[config.mk]
export PLATFORM = sky130hd
export DESIGN_NAME = fcg_clock_gen
export DESIGN_NICKNAME = d
export VERILOG_FILES = /design/src/fcg_clock_gen.v
export VERILOG_INCLUDE_DIRS = /design/src
export SDC_FILE = /design/constraint.sdc
export NUM_CORES = 1
export LEC_CHECK = 0
export BUFFER_PORTS_ARGS = -buffer_cell sky130_fd_sc_hd__buf_2
export CORE_ASPECT_RATIO = 0.75
export CORE_MARGIN = 2
export CORE_UTILIZATION = 32
export CTS_BUF_LIST = sky130_fd_sc_hd__clkbuf_16
export DETAILED_ROUTE_END_ITERATION = 10
export PLACE_DENSITY = 0.5
export SYNTH_ARGS = -nofsm -noshare
export SYNTH_HDL_FRONTEND = slang
export SYNTH_SLANG_ARGS = --single-unit
[constraint.sdc]
create_clock -name clk_in -period 6.81 [get_ports clk_in]
set_input_delay 1.0215 -clock clk_in [delete_from_list [all_inputs] [get_ports clk_in]]
set_output_delay 1.0215 -clock clk_in [all_outputs]
set_load 0.02 [all_outputs]
[src/fcg_defs.vh]
`ifndef FCG_DEFS_VH
`define FCG_DEFS_VH

// Register indices on the 3-bit address port
`define FCG_ADDR_CTRL1      3'h0
`define FCG_ADDR_CTRL2      3'h1
`define FCG_ADDR_STATUS     3'h2
`define FCG_ADDR_FILTER     3'h3
`define FCG_ADDR_TRIM       3'h4
`define FCG_ADDR_DEBUG      3'h5

// clock_ctrl1 fields
`define FCG_C1_MODE_LSB     0
`define FCG_C1_MODE_MSB     1
`define FCG_C1_REF_SOURCE_SELECT_BIT     2
`define FCG_C1_HGO_BIT      3
`define FCG_C1_OSC_STOP_ENABLE_BIT  4
// clock_ctrl2 fields
`define FCG_C2_MULT_LSB     0
`define FCG_C2_MULT_MSB     2
`define FCG_C2_RDIV_LSB     3
`define FCG_C2_RDIV_MSB     5
`define FCG_C2_LOLRE_BIT    6
`define FCG_C2_LOCRE_BIT    7
// Status fields
`define FCG_ST_LOCS_BIT     0
`define FCG_ST_LOLS_BIT     1
`define FCG_ST_LOCK_BIT     2
`define FCG_ST_ERCS_BIT     3
`define FCG_ST_MODE_LSB     4
`define FCG_ST_MODE_MSB     6

// Mode select encodings
`define FCG_SEL_SELF        2'h0
`define FCG_SEL_LOOP_INT    2'h1
`define FCG_SEL_BYP_EXT     2'h2
`define FCG_SEL_LOOP_EXT    2'h3

// Reset values and filter word limits
`define FCG_FILT_RESET      16'h28f6
`define FCG_FILT_MIN        16'h28f6
`define FCG_FILT_MAX        16'hcccc
`define FCG_TRIM_RESET      8'h80

// Timing and counts
`define FCG_CLK_NS          10
`define FCG_LOSS_NS         40000
`define FCG_LOSS_CYC        (`FCG_LOSS_NS / `FCG_CLK_NS)
`define FCG_OSC_OUTPUT_PIN_EDGES      13'd4096
`define FCG_EXT_EDGES       13'd4
`define FCG_IRG_BASE        12'h11b
`define FCG_REF_WIN         3'h3
`define FCG_LOCK_TOL        13'd2
`define FCG_UNLOCK_TOL      13'd6
`define FCG_LOCK_SAMPLES    4'h3
`define FCG_KSHIFT          4

`endif

[src/fcg_clock_gen.v]
`include "fcg_defs.vh"

module fcg_clock_gen (
    input  wire        clk_in,            // 100 MHz system clock
    input  wire        rst_in,            // Chip reset, async, high
    input  wire        por_in,            // Power-on reset for trim, high
    input  wire [2:0]  addr_in,           // Register index
    input  wire [15:0] wdata_in,          // Write data
    input  wire        wr_in,             // Write strobe
    input  wire        rd_in,             // Read strobe
    input  wire        stop_in,           // Processor in stop, level
    input  wire        ref_clk_in,        // Reference input pin level
    output reg  [15:0] rdata_out,         // Read data, cycle after read
    output reg         sys_clk_out,       // System clock feed
    output reg         mult_clk_out,      // Multiplied clock
    output reg         ref_pin_used_out,  // Reference pin claimed
    output reg         ref_pin_osc_out,   // Pin used as oscillator input
    output reg         osc_pin_out,       // Oscillator output pin data
    output reg         osc_pin_oe_n_out,  // Oscillator pin enable, low on
    output reg         high_gain_out,     // Oscillator high amplitude
    output reg         reset_req_out,     // Loss reset request pulse
    output reg         irq_out            // Loss interrupt level
);

    // Clock generator states
    localparam ST_OFF  = 3'h0;
    localparam ST_SCM  = 3'h1;
    localparam ST_FEI  = 3'h2;
    localparam ST_FBE  = 3'h3;
    localparam ST_FEE  = 3'h4;
    localparam ST_HOLD = 3'h5;
    // Output source selection
    localparam SRC_NONE = 2'h0;
    localparam SRC_DCO  = 2'h1;
    localparam SRC_EXT  = 2'h2;
    localparam [31:0] LOSS_W   = `FCG_LOSS_CYC;
    localparam [15:0] LOSS_CYC = LOSS_W[15:0];

    // Loop target count per comparison: 8 x (4 + 2 x mult)
    function [11:0] fcg_target;
        input [2:0] m;
        begin
            fcg_target = 12'h020 + {5'h00, m, 4'h0};
        end
    endfunction

    // Magnitude of a signed count error
    function [12:0] fcg_abs;
        input [12:0] e;
        begin
            fcg_abs = e[12] ? (~e + 13'h0001) : e;
        end
    endfunction

    // Apply a correction and keep the oscillator word in range
    function [15:0] fcg_clamp;
        input [15:0] f;
        input [12:0] e;
        reg   [19:0] s;
        begin
            s = {4'h0, f} - ({{7{e[12]}}, e} << `FCG_KSHIFT);
            if (s[19] || s < {4'h0, `FCG_FILT_MIN})
                fcg_clamp = `FCG_FILT_MIN;
            else if (s > {4'h0, `FCG_FILT_MAX})
                fcg_clamp = `FCG_FILT_MAX;
            else
                fcg_clamp = s[15:0];
        end
    endfunction

    reg  [1:0]  mode_sel_r;
    reg         ref_source_select_r;
    reg         hgo_r;
    reg         osc_stop_enable_r;
    reg  [2:0]  mult_r;
    reg  [2:0]  rdiv_r;
    reg         lolre_r;
    reg         locre_r;
    reg         dbg_en_r;
    reg  [15:0] filt_r;
    reg  [7:0]  trim_r;
    reg         claimed_r;
    reg         pin_ext_r;
    reg  [2:0]  state_r;
    reg  [2:0]  state_nxt;
    reg         stop_exit_r;
    reg         ext_valid_r;
    reg  [12:0] ext_cnt_r;
    reg  [15:0] loss_cnt_r;
    reg         ref_in_r;
    reg  [15:0] acc_r;
    reg  [11:0] irg_cnt_r;
    reg  [2:0]  win_ref_r;
    reg  [11:0] win_cnt_r;
    reg         lock_r;
    reg  [3:0]  lock_run_r;
    reg  [12:0] avg_acc_r;
    reg  [1:0]  avg_n_r;
    reg         lols_r;
    reg         locs_r;
    reg         ever_lock_r;
    reg  [1:0]  sel_src_r;
    reg  [8:0]  sel_lim_r;
    reg  [8:0]  div_cnt_r;
    reg  [1:0]  want_src;
    reg  [8:0]  want_lim;

    wire        full_off  = (state_r == ST_OFF) && !osc_stop_enable_r;
    wire        stop_eff  = stop_in && !dbg_en_r;
    // Waking covers the exit edge itself, so no self-clocked cycle slips in
    wire        waking    = stop_exit_r || (state_r == ST_OFF);
    wire        ext_rise  = pin_ext_r && ref_clk_in && !ref_in_r;
    wire        ext_any   = pin_ext_r && (ref_clk_in ^ ref_in_r);
    wire [16:0] acc_sum   = {1'b0, acc_r} + {1'b0, filt_r};
    wire        dco_tick  = !full_off && acc_sum[16];
    wire        irg_tick  = !full_off && (irg_cnt_r == 12'h000);
    wire        loop_on   = (state_r == ST_FEI) || (state_r == ST_FEE);
    wire        ref_tick  = (state_r == ST_FEE) ? ext_rise : irg_tick;
    wire        win_end   = loop_on && ref_tick &&
                            (win_ref_r == `FCG_REF_WIN);
    wire [12:0] err       = {1'b0, win_cnt_r} - {1'b0, fcg_target(mult_r)};
    wire [12:0] err_mag   = fcg_abs(err);
    wire [12:0] avg_sum   = avg_acc_r + err;
    wire        loss_now  = ext_valid_r && !ext_any &&
                            (loss_cnt_r == LOSS_CYC - 16'h0001);
    wire        locs_set  = loss_now && mode_sel_r[1];
    wire        lols_set  = win_end && lock_r && (err_mag > `FCG_UNLOCK_TOL);
    wire        wr_st     = wr_in && (addr_in == `FCG_ADDR_STATUS);
    wire        src_tick  = (sel_src_r == SRC_DCO) ? dco_tick :
                            (sel_src_r == SRC_EXT) ? ext_any : 1'b0;

    ////////////////////////////////////////////////////////////////////
    // Register writes; control resets to defaults on chip reset
    // defaults restored
    always @(posedge clk_in or posedge rst_in) begin
        if (rst_in) begin
            mode_sel_r <= `FCG_SEL_SELF;
            ref_source_select_r     <= 1'b0;
            hgo_r      <= 1'b0;
            osc_stop_enable_r  <= 1'b0;
            mult_r     <= 3'h0;
            rdiv_r     <= 3'h1;
            lolre_r    <= 1'b0;
            locre_r    <= 1'b0;
            dbg_en_r   <= 1'b0;
            claimed_r  <= 1'b0;
            pin_ext_r  <= 1'b0;
        end else if (wr_in) begin
            if (addr_in == `FCG_ADDR_CTRL1) begin
                mode_sel_r <= wdata_in[`FCG_C1_MODE_MSB:`FCG_C1_MODE_LSB];
                ref_source_select_r     <= wdata_in[`FCG_C1_REF_SOURCE_SELECT_BIT];
                hgo_r      <= wdata_in[`FCG_C1_HGO_BIT];
                osc_stop_enable_r  <= wdata_in[`FCG_C1_OSC_STOP_ENABLE_BIT];
                claimed_r  <= 1'b1;
                if (!claimed_r)
                    pin_ext_r <= wdata_in[`FCG_C1_MODE_MSB];
            end else if (addr_in == `FCG_ADDR_CTRL2) begin
                mult_r  <= wdata_in[`FCG_C2_MULT_MSB:`FCG_C2_MULT_LSB];
                rdiv_r  <= wdata_in[`FCG_C2_RDIV_MSB:`FCG_C2_RDIV_LSB];
                lolre_r <= wdata_in[`FCG_C2_LOLRE_BIT];
                locre_r <= wdata_in[`FCG_C2_LOCRE_BIT];
            end else if (addr_in == `FCG_ADDR_DEBUG) begin
                dbg_en_r <= wdata_in[0];
            end
        end
    end

    // Trim survives chip reset, only power-on resets it to 8'h80
    // trim kept
    always @(posedge clk_in or posedge por_in) begin
        if (por_in)
            trim_r <= `FCG_TRIM_RESET;
        else if (wr_in && addr_in == `FCG_ADDR_TRIM)
            trim_r <= wdata_in[7:0];
    end

    ////////////////////////////////////////////////////////////////////
    // Mode selection; dead external sources fall back to self-clocked, except after a stop exit, where bypass holds and the loop runs internal
    always @* begin
        state_nxt = ST_SCM;
        if (stop_eff) begin
            state_nxt = ST_OFF;
        end else begin
            case (mode_sel_r)
                `FCG_SEL_SELF: state_nxt = ST_SCM;
                `FCG_SEL_LOOP_INT: state_nxt = ST_FEI;
                `FCG_SEL_BYP_EXT: begin
                    if (ext_valid_r)
                        state_nxt = ST_FBE;
                    else if (waking)
                        state_nxt = ST_HOLD;
                    else
                        state_nxt = ST_SCM;
                end
                default: begin
                    if (ext_valid_r)
                        state_nxt = ST_FEE;
                    else if (waking)
                        state_nxt = ST_FEI;
                    else
                        state_nxt = ST_SCM;
                end
            endcase
        end
    end

    always @(posedge clk_in or posedge rst_in) begin
        if (rst_in) begin
            state_r     <= ST_SCM;
            stop_exit_r <= 1'b0;
        end else begin
            state_r <= state_nxt;
            if (state_r == ST_OFF && !stop_eff)
                stop_exit_r <= 1'b1;
            else if (ext_valid_r || !mode_sel_r[1])
                stop_exit_r <= 1'b0;
        end
    end

    ////////////////////////////////////////////////////////////////////
    // External reference qualification and loss detection
    always @(posedge clk_in or posedge rst_in) begin
        if (rst_in) begin
            ref_in_r    <= 1'b0;
            ext_valid_r <= 1'b0;
            ext_cnt_r   <= 13'h0000;
            loss_cnt_r  <= 16'h0000;
        end else begin
            ref_in_r <= ref_clk_in;
            // Full off stops the oscillator, so it must requalify
            if (!pin_ext_r || full_off) begin
                ext_valid_r <= 1'b0;
                ext_cnt_r   <= 13'h0000;
                loss_cnt_r  <= 16'h0000;
            end else if (ext_any) begin
                loss_cnt_r <= 16'h0000;
                if (ext_rise && !ext_valid_r) begin
                    ext_cnt_r <= ext_cnt_r + 13'h0001;
                    if (ext_cnt_r + 13'h0001 >=
                        (ref_source_select_r ? `FCG_OSC_OUTPUT_PIN_EDGES : `FCG_EXT_EDGES))
                        ext_valid_r <= 1'b1;
                end
            end else if (loss_now) begin
                ext_valid_r <= 1'b0;
                ext_cnt_r   <= 13'h0000;
                loss_cnt_r  <= 16'h0000;
            end else if (ext_valid_r) begin
                loss_cnt_r <= loss_cnt_r + 16'h0001;
            end
        end
    end

    ////////////////////////////////////////////////////////////////////
    // Oscillator model: phase accumulator, carry marks each edge.
    // Internal reference is a trimmed divider of the system clock.
    // free-running oscillator
    always @(posedge clk_in or posedge rst_in) begin
        if (rst_in) begin
            acc_r        <= 16'h0000;
            irg_cnt_r    <= 12'h000;
            mult_clk_out <= 1'b0;
        end else if (!full_off) begin
            acc_r <= acc_sum[15:0];
            if (dco_tick)
                mult_clk_out <= !mult_clk_out;
            if (irg_tick)
                irg_cnt_r <= `FCG_IRG_BASE + {4'h0, trim_r} - 12'h080;
            else
                irg_cnt_r <= irg_cnt_r - 12'h001;
        end
    end

    ////////////////////////////////////////////////////////////////////
    // Frequency loop: count oscillator edges over a reference window,
    // correct the filter word, and track lock.
    // internal loop
    always @(posedge clk_in or posedge rst_in) begin
        if (rst_in) begin
            filt_r      <= `FCG_FILT_RESET;
            win_ref_r   <= 3'h0;
            win_cnt_r   <= 12'h000;
            lock_r      <= 1'b0;
            lock_run_r  <= 4'h0;
            avg_acc_r   <= 13'h0000;
            avg_n_r     <= 2'h0;
            ever_lock_r <= 1'b0;
        end else if (!loop_on) begin
            win_ref_r  <= 3'h0;
            win_cnt_r  <= 12'h000;
            lock_r     <= 1'b0;
            lock_run_r <= 4'h0;
            avg_n_r    <= 2'h0;
            avg_acc_r  <= 13'h0000;
            if (state_r != ST_OFF)
                ever_lock_r <= 1'b0;
            // Filter word is writable only in the self-clocked state
            if (wr_in && addr_in == `FCG_ADDR_FILTER && state_r == ST_SCM)
                filt_r <= fcg_clamp(wdata_in, 13'h0000);
        end else begin
            if (dco_tick && win_cnt_r != 12'hfff)
                win_cnt_r <= win_cnt_r + 12'h001;
            if (ref_tick)
                win_ref_r <= win_ref_r + 3'h1;
            if (win_end) begin
                win_ref_r <= 3'h0;
                win_cnt_r <= {11'h000, dco_tick};
                if (!lock_r) begin
                    filt_r <= fcg_clamp(filt_r, err);
                end else begin
                    // Locked: average four errors to steady the word
                    avg_n_r   <= avg_n_r + 2'h1;
                    avg_acc_r <= avg_sum;
                    if (avg_n_r == 2'h3) begin
                        filt_r <= fcg_clamp(filt_r,
                                   {{2{avg_sum[12]}}, avg_sum[12:2]});
                        avg_acc_r <= 13'h0000;
                    end
                end
                if (err_mag <= `FCG_LOCK_TOL) begin
                    if (lock_run_r == `FCG_LOCK_SAMPLES) begin
                        lock_r <= 1'b1;
                        if (state_r == ST_FEE)
                            ever_lock_r <= 1'b1;
                    end else begin
                        lock_run_r <= lock_run_r + 4'h1;
                    end
                end else begin
                    lock_run_r <= 4'h0;
                end
                if (lols_set) begin
                    lock_r  <= 1'b0;
                    avg_n_r <= 2'h0;
                end
            end
        end
    end

    ////////////////////////////////////////////////////////////////////
    // Sticky loss flags; a new event beats a same-cycle clear
    // loss status
    always @(posedge clk_in or posedge rst_in) begin
        if (rst_in) begin
            lols_r        <= 1'b0;
            locs_r        <= 1'b0;
            reset_req_out <= 1'b0;
            irq_out       <= 1'b0;
        end else begin
            lols_r <= lols_set ||
                      (lols_r && !(wr_st && wdata_in[`FCG_ST_LOLS_BIT]));
            locs_r <= locs_set ||
                      (locs_r && !(wr_st && wdata_in[`FCG_ST_LOCS_BIT]));
            reset_req_out <= (lols_set && lolre_r) || (locs_set && locre_r);
            irq_out <= (lols_r && !lolre_r) || (locs_r && !locre_r);
        end
    end

    ////////////////////////////////////////////////////////////////////
    // Output source and divide limit wanted for the present state
    always @* begin
        want_src = SRC_DCO;
        want_lim = 9'h001 << rdiv_r;
        if (state_r == ST_OFF || state_r == ST_HOLD)
            want_src = SRC_NONE;
        else if (state_r == ST_FBE)
            want_src = SRC_EXT;
        if (state_r == ST_FEE && !ever_lock_r)
            want_lim = want_lim << 1;
    end

    // Divider toggles once per limit ticks. Selection changes only while
    // the output is low and restart the count, so a phase only grows.
    // Limitation: a source that dies while high parks the output high.
    // glitch-free switch
    always @(posedge clk_in or posedge rst_in) begin
        if (rst_in) begin
            sel_src_r   <= SRC_DCO;
            sel_lim_r   <= 9'h002;
            div_cnt_r   <= 9'h000;
            sys_clk_out <= 1'b0;
        end else if (!sys_clk_out &&
                     (sel_src_r != want_src || sel_lim_r != want_lim)) begin
            sel_src_r <= want_src;
            sel_lim_r <= want_lim;
            div_cnt_r <= 9'h000;
        end else if (src_tick) begin
            if (div_cnt_r + 9'h001 >= sel_lim_r) begin
                div_cnt_r   <= 9'h000;
                sys_clk_out <= !sys_clk_out;
            end else begin
                div_cnt_r <= div_cnt_r + 9'h001;
            end
        end
    end

    ////////////////////////////////////////////////////////////////////
    // Pin ownership and oscillator drive
    // oscillator pin claimed
    always @(posedge clk_in or posedge rst_in) begin
        if (rst_in) begin
            ref_pin_used_out <= 1'b0;
            ref_pin_osc_out  <= 1'b0;
            osc_pin_out      <= 1'b0;
            osc_pin_oe_n_out <= 1'b1;
            high_gain_out    <= 1'b0;
        end else begin
            ref_pin_used_out <= pin_ext_r;
            ref_pin_osc_out  <= pin_ext_r && ref_source_select_r;
            osc_pin_oe_n_out <= !pin_ext_r;
            osc_pin_out      <= pin_ext_r && !full_off && !ref_clk_in;
            high_gain_out    <= pin_ext_r && ref_source_select_r && hgo_r;
        end
    end

    ////////////////////////////////////////////////////////////////////
    // Read port; unmapped indices read zero
    always @(posedge clk_in or posedge rst_in) begin
        if (rst_in) begin
            rdata_out <= 16'h0000;
        end else if (rd_in) begin
            if (addr_in == `FCG_ADDR_CTRL1)
                rdata_out <= {11'h000, osc_stop_enable_r, hgo_r, ref_source_select_r, mode_sel_r};
            else if (addr_in == `FCG_ADDR_CTRL2)
                rdata_out <= {8'h00, locre_r, lolre_r, rdiv_r, mult_r};
            else if (addr_in == `FCG_ADDR_STATUS)
                rdata_out <= {9'h000, state_r, ext_valid_r, lock_r,
                              lols_r, locs_r};
            else if (addr_in == `FCG_ADDR_FILTER)
                rdata_out <= filt_r;
            else if (addr_in == `FCG_ADDR_TRIM)
                rdata_out <= {8'h00, trim_r};
            else if (addr_in == `FCG_ADDR_DEBUG)
                rdata_out <= {15'h0000, dbg_en_r};
            else
                rdata_out <= 16'h0000;
        end else begin
            rdata_out <= 16'h0000;
        end
    end

endmodule

== Word-level counts from Yosys, hierarchy flattened ==
Index checks and enable logic that the tools add are counted.
Cells by class
  $lt $le $gt $ge: 10
  shift-type cells: 1
  reductions and logical operators: 89
  eq/ne operators: 35
  bitwise gates (word level): 7
  add/subtract/negate cells: 17
  muxes and demuxes: 80
Operators by type and width (count)
  2-to-1 mux 16 bit: 20
  2-to-1 mux 13 bit: 10
  2-to-1 mux 12 bit: 4
  > comparator 20 x 16 -> 1 bit (second input constant): 2
  less-than comparator 20 x 14 -> 1 bit (second input constant): 2
  2-to-1 mux 9 bit: 4
  logical AND 1 bit: 35
  adder 13 x 1 -> 13 bit (second input constant): 2
  2-to-1 mux 1 bit: 22
  2-to-1 mux 3 bit: 7
  inequality test 3 x 1 -> 1 bit (second input constant): 6
  AND reduction 3 bit: 6
  subtractor 17 x 15 -> 18 bit: 1
  subtractor 17 x 17 -> 18 bit: 1
  adder 16 x 16 -> 17 bit: 1
  logical NOT 1 bit: 17
  adder 16 x 1 -> 16 bit (second input constant): 1
  == test 16 x 12 -> 1 bit (second input constant): 1
  > comparator 16 bit (second input constant): 1
  less-than comparator 16 x 14 -> 1 bit (second input constant): 1
  2-to-1 mux 4 bit: 4
  == test 3 x 2 -> 1 bit (second input constant): 5
  2-to-1 mux 2 bit: 7
  adder 13 bit: 1
  other kinds (42): 78
Word-level totals
  bits in registers: 186
  output and inout port bits: 25
  word-level logic and storage cells: 282

== Depth between registers and ports, before layout ==
  depth in word-level cells: 12
  depth in mapped cells: 27
  depth with buffers taken out: 26

== Least setup slack after synthesis ==
Ideal clock, no wire load.
  kind: flip-flop to flip-flop
  start: reg win_cnt_r[1]
  end: reg filt_r[2]
  data required time: 6.728 ns
  arrival: 5.608 ns
  period minus slack after synthesis: 5.690 ns
  setup time: 0.082 ns
  cell stages (with the launch flop): 25
  slack: 1.120 ns
  cell sequence: dfrtp_1 > clkbuf_1 > inv_1 > ha_1 > o21bai_2 > a2111oi_2 > o21bai_1 > a21oi_1 > xnor2_1 > inv_1 > ha_1 > nand3_1 > nor2_1 > a21oi_1 > nor2b_1 > xor2_1 > ha_1 > a2111oi_0 > a21oi_1 > or3_1 > o2111a_1 > a31oi_1 > o32ai_4 > a21oi_2 > mux2_4
Between the ends
  longest elaborated chain between the ends: 10
  elaborated cells between the ends (all ways): 18
  those cells by class: add/sub (4); order compare (4); mux (8); reduce/logical (2)
Ends and longest elaborated chain
  start: declaration: RTL line fcg_clock_gen.v:94  | reg [11:0] win_cnt_r;
  start signal: assignment: RTL line fcg_clock_gen.v:301  | win_cnt_r <= win_cnt_r + 12'h001;
  start signal: assignment: RTL line fcg_clock_gen.v:306  | win_cnt_r <= {11'h000, dco_tick};
  subtractor 12 x 8 -> 13 bit (*): RTL line fcg_clock_gen.v:121  | wire [12:0] err = {1'b0, win_cnt_r} - {1'b0, fcg_target(mult_r)};
  adder 13 bit: RTL line fcg_clock_gen.v:123  | wire [12:0] avg_sum = avg_acc_r + err;
  subtractor 17 x 15 -> 18 bit: RTL line fcg_clock_gen.v:61  | s = {4'h0, f} - ({{7{e[12]}}, e} << `FCG_KSHIFT);
  > comparator 20 x 16 -> 1 bit or less-than comparator 20 x 14 -> 1 bit (tied branches): RTL line fcg_clock_gen.v:64, fcg_clock_gen.v:62
  2-to-1 mux 16 bit or logical OR 1 bit (tied branches): RTL line fcg_clock_gen.v:64, fcg_clock_gen.v:62
  2-to-1 mux 16 bit: RTL line fcg_clock_gen.v:62  | if (s[19] || s < {4'h0, `FCG_FILT_MIN})
  2-to-1 mux 16 bit: RTL line fcg_clock_gen.v:313  | if (avg_n_r == 2'h3) begin
  2-to-1 mux 16 bit (*): RTL line fcg_clock_gen.v:307  | if (!lock_r) begin
  2-to-1 mux 16 bit (*): RTL line fcg_clock_gen.v:304  | if (win_end) begin
  2-to-1 mux 16 bit (*): RTL line fcg_clock_gen.v:287  | end else if (!loop_on) begin
  end signal: assignment: RTL line fcg_clock_gen.v:298  | filt_r <= fcg_clamp(wdata_in, 13'h0000);
  end signal: assignment: RTL line fcg_clock_gen.v:308  | filt_r <= fcg_clamp(filt_r, err);
  end signal: assignment: RTL line fcg_clock_gen.v:314  | filt_r <= fcg_clamp(filt_r,
  end: declaration: RTL line fcg_clock_gen.v:80  | reg [15:0] filt_r;
Mark *: on every way between the ends. The rest lies on a longest branch, timed or not. The select of a mux whose other input is x is not followed.
A chain may end at the register's enable or synchronous reset.

== Final worst setup path ==
  start: reg mult_r[1]
  end: reg filt_r[2]
Between the ends
  longest elaborated chain between the ends: 11
  elaborated cells between the ends (all ways): 19
  those cells by class: add/sub (5); order compare (4); mux (8); reduce/logical (2)
Ends and longest elaborated chain
  start: declaration: RTL line fcg_clock_gen.v:75  | reg [2:0] mult_r;
  start signal: assignment: RTL line fcg_clock_gen.v:158  | mult_r <= wdata_in[`FCG_C2_MULT_MSB:`FCG_C2_MULT_LSB];
  adder 6 x 7 -> 8 bit (*): RTL line fcg_clock_gen.v:43  | fcg_target = 12'h020 + {5'h00, m, 4'h0};
  subtractor 12 x 8 -> 13 bit (*): RTL line fcg_clock_gen.v:121
  adder 13 bit: RTL line fcg_clock_gen.v:123
  subtractor 17 x 15 -> 18 bit: RTL line fcg_clock_gen.v:61
  > comparator 20 x 16 -> 1 bit or less-than comparator 20 x 14 -> 1 bit (tied branches): RTL line fcg_clock_gen.v:64, fcg_clock_gen.v:62
  2-to-1 mux 16 bit or logical OR 1 bit (tied branches): RTL line fcg_clock_gen.v:64, fcg_clock_gen.v:62
  2-to-1 mux 16 bit: RTL line fcg_clock_gen.v:62
  2-to-1 mux 16 bit: RTL line fcg_clock_gen.v:313
  2-to-1 mux 16 bit (*): RTL line fcg_clock_gen.v:307
  2-to-1 mux 16 bit (*): RTL line fcg_clock_gen.v:304
  2-to-1 mux 16 bit (*): RTL line fcg_clock_gen.v:287
Marks and branches as above.

==> parameters.txt <==
Parameter                              Value

Status
  Outcome    complete, no violations

STA
  Final slew viol count    0
  Min cycle time layout    approximately 6.5 ns
  Least-Margin Pin Slew    1.20 ns
  Post-route fraction of the period consumed by the critical path    0.953
  Highest attainable clock frequency    about 150 MHz
  Finish-stage setup viols    0
  Post-route worst hold slack    ~0.47 ns
  Number of hold-slack violations in the final timing report    0
  Total Neg Setup Slack    0 ns
  RSZ-0062 raised after global routing    no
  Tightest slew margin relative to the limit    0.199
  Setup ws final    0.322 ns
  Worst clock skew on the final layout    0.0154 ns

Power
  Total internal power    3.32 mW
  Sequential power share    0.267
  Post-layout total power    between 6 and 7 mW
  Power density cells    ~440 nW/um2
  Leakage power summed over all cells    6.31 nW
  Max VDD drop    0.212 mV
  Power share of the combinational group    0.566
  Sw Ratio    0.482
  Clock network fraction of total power    0.167
  Sw Pwr    3.08 mW

Logic synthesis
  Number of flops mapped to enable cells by yosys    0
  Largest area contributor in the synthesized netlist    sky130_fd_sc_hd__dfrtp_1
  Prevailing post-synth register cell    sky130_fd_sc_hd__dfrtp_1
  Synth Net Count    about 1.7k
  Most common cell in the synthesized netlist    sky130_fd_sc_hd__dfrtp_1
  Fraction of registers with async set or reset after synthesis    1.00
  Biggest area contributors in the synthesized netlist    sky130_fd_sc_hd__dfrtp_1 (32%), sky130_fd_sc_hd__ha_1 (8.4%), sky130_fd_sc_hd__nand2_1 (4.3%)
  Most frequent cells after synthesis    sky130_fd_sc_hd__dfrtp_1 (172), sky130_fd_sc_hd__nand2_1 (151), sky130_fd_sc_hd__nor2_1 (139)
  Area of the mapped netlist    between 10000 and 15000 um2
  Cell variety after synth    94
  Area share of the largest cell type after synthesis    0.324
  Gate Count Post-Synth    1540
  Number of warnings reported in the yosys synthesis log    0
  Mean post-synth cell area    roughly 8.6 um2
  FF+latch count, synth    186
  Portion of the post-synthesis area used by sequential elements    0.352

Floorplan
  Die Outline Area    between 40000 and 50000 um2
  Starting density of the core    0.325
  Row Count    64
  Boundary Pins    51
  Std-Cell Core Area    between 40000 and 50000 um2
  Die outline height    181 um
  Horiz. Die Dim    239 um

Global route
  Leftover overflow at the end of global routing    0
  Via count of the first global-routing pass    10.6k
  Maximum number of pins on one net before global-route repair    74
  All-layer global routing usage    0.187
  Wire length of the first global-routing pass    62800 um
  Initial antenna violation count    1

Drt
  Count of routing violations after the opening detailed-route iteration    1028
  Highest routed layer    met4
  Routed WL    ~40000 um
  DRC violations left    0
  Met2 layer wire length in the routed design    16100 um
  First-pass iteration count of the detailed router    5
  Detailed-route vias per instance    5.54
  Met3 routed wirelength    1930 um
  Antenna Nets Post-Route    0
  Total number of vias    11.7k
  Average detailed-routed wire length per instance    ~19 um
  Metal-1 WL    21300 um

Critical path
  Kind of launch point of the worst setup path    register
  Data arrival time of the worst path    around 7 ns
  Data required, critical path    about 7.2 ns
  Worst Setup End Kind    register
  Startpoint-to-endpoint class of the critical path    reg -> reg
  Crit-path max FO    10
  Crit-path most repeated cell    sky130_fd_sc_hd__ha_1
  Max stage delay on crit path    0.53 ns
  List of cells traversed by the critical path    ha_1, inv_1, ha_1, and3b_1, a2111oi_2, o21bai_1, a21oi_1, xnor2_1, inv_1, ha_1, nand3_1, nor2_1, a21oi_1, nor2b_1, xor2_1, ha_1, a2111oi_1, a21oi_2, or3_1, o2111a_1, a31oi_1, o32ai_4, a21oi_2, mux2_4
  Critical-path top delay cell    sky130_fd_sc_hd__a2111oi_1

CTS
  Clock insertion delay at the later pin of the skew report    0.46 ns
  Total number of clock tree sinks    186
  H-tree Lvls    4
  Maximum buffer depth of the clock tree    2
  Clock slew at the register clock pins of the worst setup and hold paths    ~0.08 ns
  Clock tree from TritonCTS    done
  Cell chosen for the clock root    sky130_fd_sc_hd__clkbuf_16
  TritonCTS buffer count    17
  Setup Fix Bufs, Post-CTS    0

Cells and area
  ANT cells    0
  Area occupied by multi-input gates    between 8000 and 9000 um2
  End-of-flow core utilization    0.360
  Number of inserted filler cells in the final layout    4169
  Fraction of final layout cells sized beyond drive strength 1    0.103
  Area used by sequential logic in the layout    4670 um2
  Area of all placed cells without fillers    roughly 15000 um2
  Count of nets after finishing    1680
  Area growth syn-to-layout    10.5%
  Number of standard cells in the final layout excluding fillers    approximately 2.1k

Job
  Number of max-cap violations    0

Place
  Placed insts    2070
  Instance area after placement    14100 um2
  Setup WS pre-CTS    between 0.3 and 0.4 ns
  RePlAce Congestion    0.868
  Number of buffers inserted by port buffering    50
  Placed wire-length estimate    30000 um

Worst hold path
  Hold Crit Class    reg -> reg
-- layout make-up --
cell class / count / area share
Clock buffer: 17 / 0.0290
Clock inverter: 15 / 0.0128
Inverter: 85 / 0.0222
Multi-Input combinational cell: 1210 / 0.550
Sequential cell: 186 / 0.318
Tap cell: 528 / 0.0450
Timing Repair Buffer: 61 / 0.0227
-- sequential cells by signal, indices dropped and copies added, names as in the netlist, 4 cells and up --
name        flops
div_cnt_r       9
lock_run_r      4
win_cnt_r      12
filt_r         16
ext_cnt_r      13
trim_r          8
sel_lim_r       9
avg_acc_r      13
rdata_out      16
acc_r          16
irg_cnt_r      12
loss_cnt_r     16
-- worst paths after layout --
| kind | from | to | slack, ns | depth (start not counted) |
|---|---|---|---|---|
| hold reg to reg | mult_clk_out | mult_clk_out | 0.47 | 1 |
| setup reg to reg | mult_r[1] | filt_r[2] | 0.32 | 24 |
| max in group asynchronous | rst_in | ever_lock_r | 4.86 | 3 |
| min in group asynchronous | por_in | trim_r[4] | 0.51 | 2 |
| setup / recovery | mult_r[1] | filt_r[2] | 0.32 | 24 |
| hold / removal | mult_clk_out | mult_clk_out | 0.47 | 1 |
-- worst max-delay path: cells and delay by family, from the launching register on --
family,cells,cell delay [ns]
AOI/OAI and AO/OA,10,2.78
xor gates and xnor gates,2,0.44
adders and majority gates,4,1.36
buffers and inverters,2,0.11
DFF,1,0.42
muxes,1,0.33
and+or+nand+nor,5,0.98
-- power groups by stage --
stage / Sequential [mW] / Clock [mW] / Combinational, mW
4_1_cts: 1.70 / 1.10 / 3.59
2_1_floorplan: 1.55 / 0 / 2.76
3_3_place_gp: 1.72 / 0 / 3.56
5_1_grt: 1.74 / 1.14 / 4.03
3_5_place_dp: 1.72 / 0 / 3.57
6_report: 1.71 / 1.07 / 3.62
-- placed cells by master (no fill, tap or decap), types with 21 or more instances in the layout --
cell type and n:
sky130_fd_sc_hd__a21oi_1 102, sky130_fd_sc_hd__and3_1 29, sky130_fd_sc_hd__buf_2 50, sky130_fd_sc_hd__dfrtp_1 172
sky130_fd_sc_hd__ha_1 89, sky130_fd_sc_hd__inv_1 84, sky130_fd_sc_hd__mux2_2 22, sky130_fd_sc_hd__nand2_1 151
sky130_fd_sc_hd__nand3_1 39, sky130_fd_sc_hd__nand4_1 21, sky130_fd_sc_hd__nor2_1 139, sky130_fd_sc_hd__nor3_1 52
sky130_fd_sc_hd__o21ai_0 109, sky130_fd_sc_hd__o31ai_1 21, sky130_fd_sc_hd__xnor2_1 46, sky130_fd_sc_hd__xor2_1 49
-- cells by family (layout without fill, tap and decap cells) --
group,Yosys count,in the layout,synth area share
simple gates,554,554,0.205
compound gates,431,431,0.216
flops,186,186,0.352
buf+inv,144,178,0.0418
xor+xnor,97,97,0.0659
fa+ha+maj,94,94,0.0906
mux,34,34,0.0296
-- what timing repair did --
action                                  in CTS  in global routing
endpoints found under the setup margin       0                  3
gates resized for setup                      0                  2
hold buffers                                 0                  0
-- layer usage --
layer | GRT usage | vias up
met2 | 0.256 | 307
met5 | 0 | -
li1 | - | 5659
met3 | 0.0250 | 36
met4 | 0.0428 | 0
met1 | 0.301 | 5652
(Power assumes the default switching activity.)
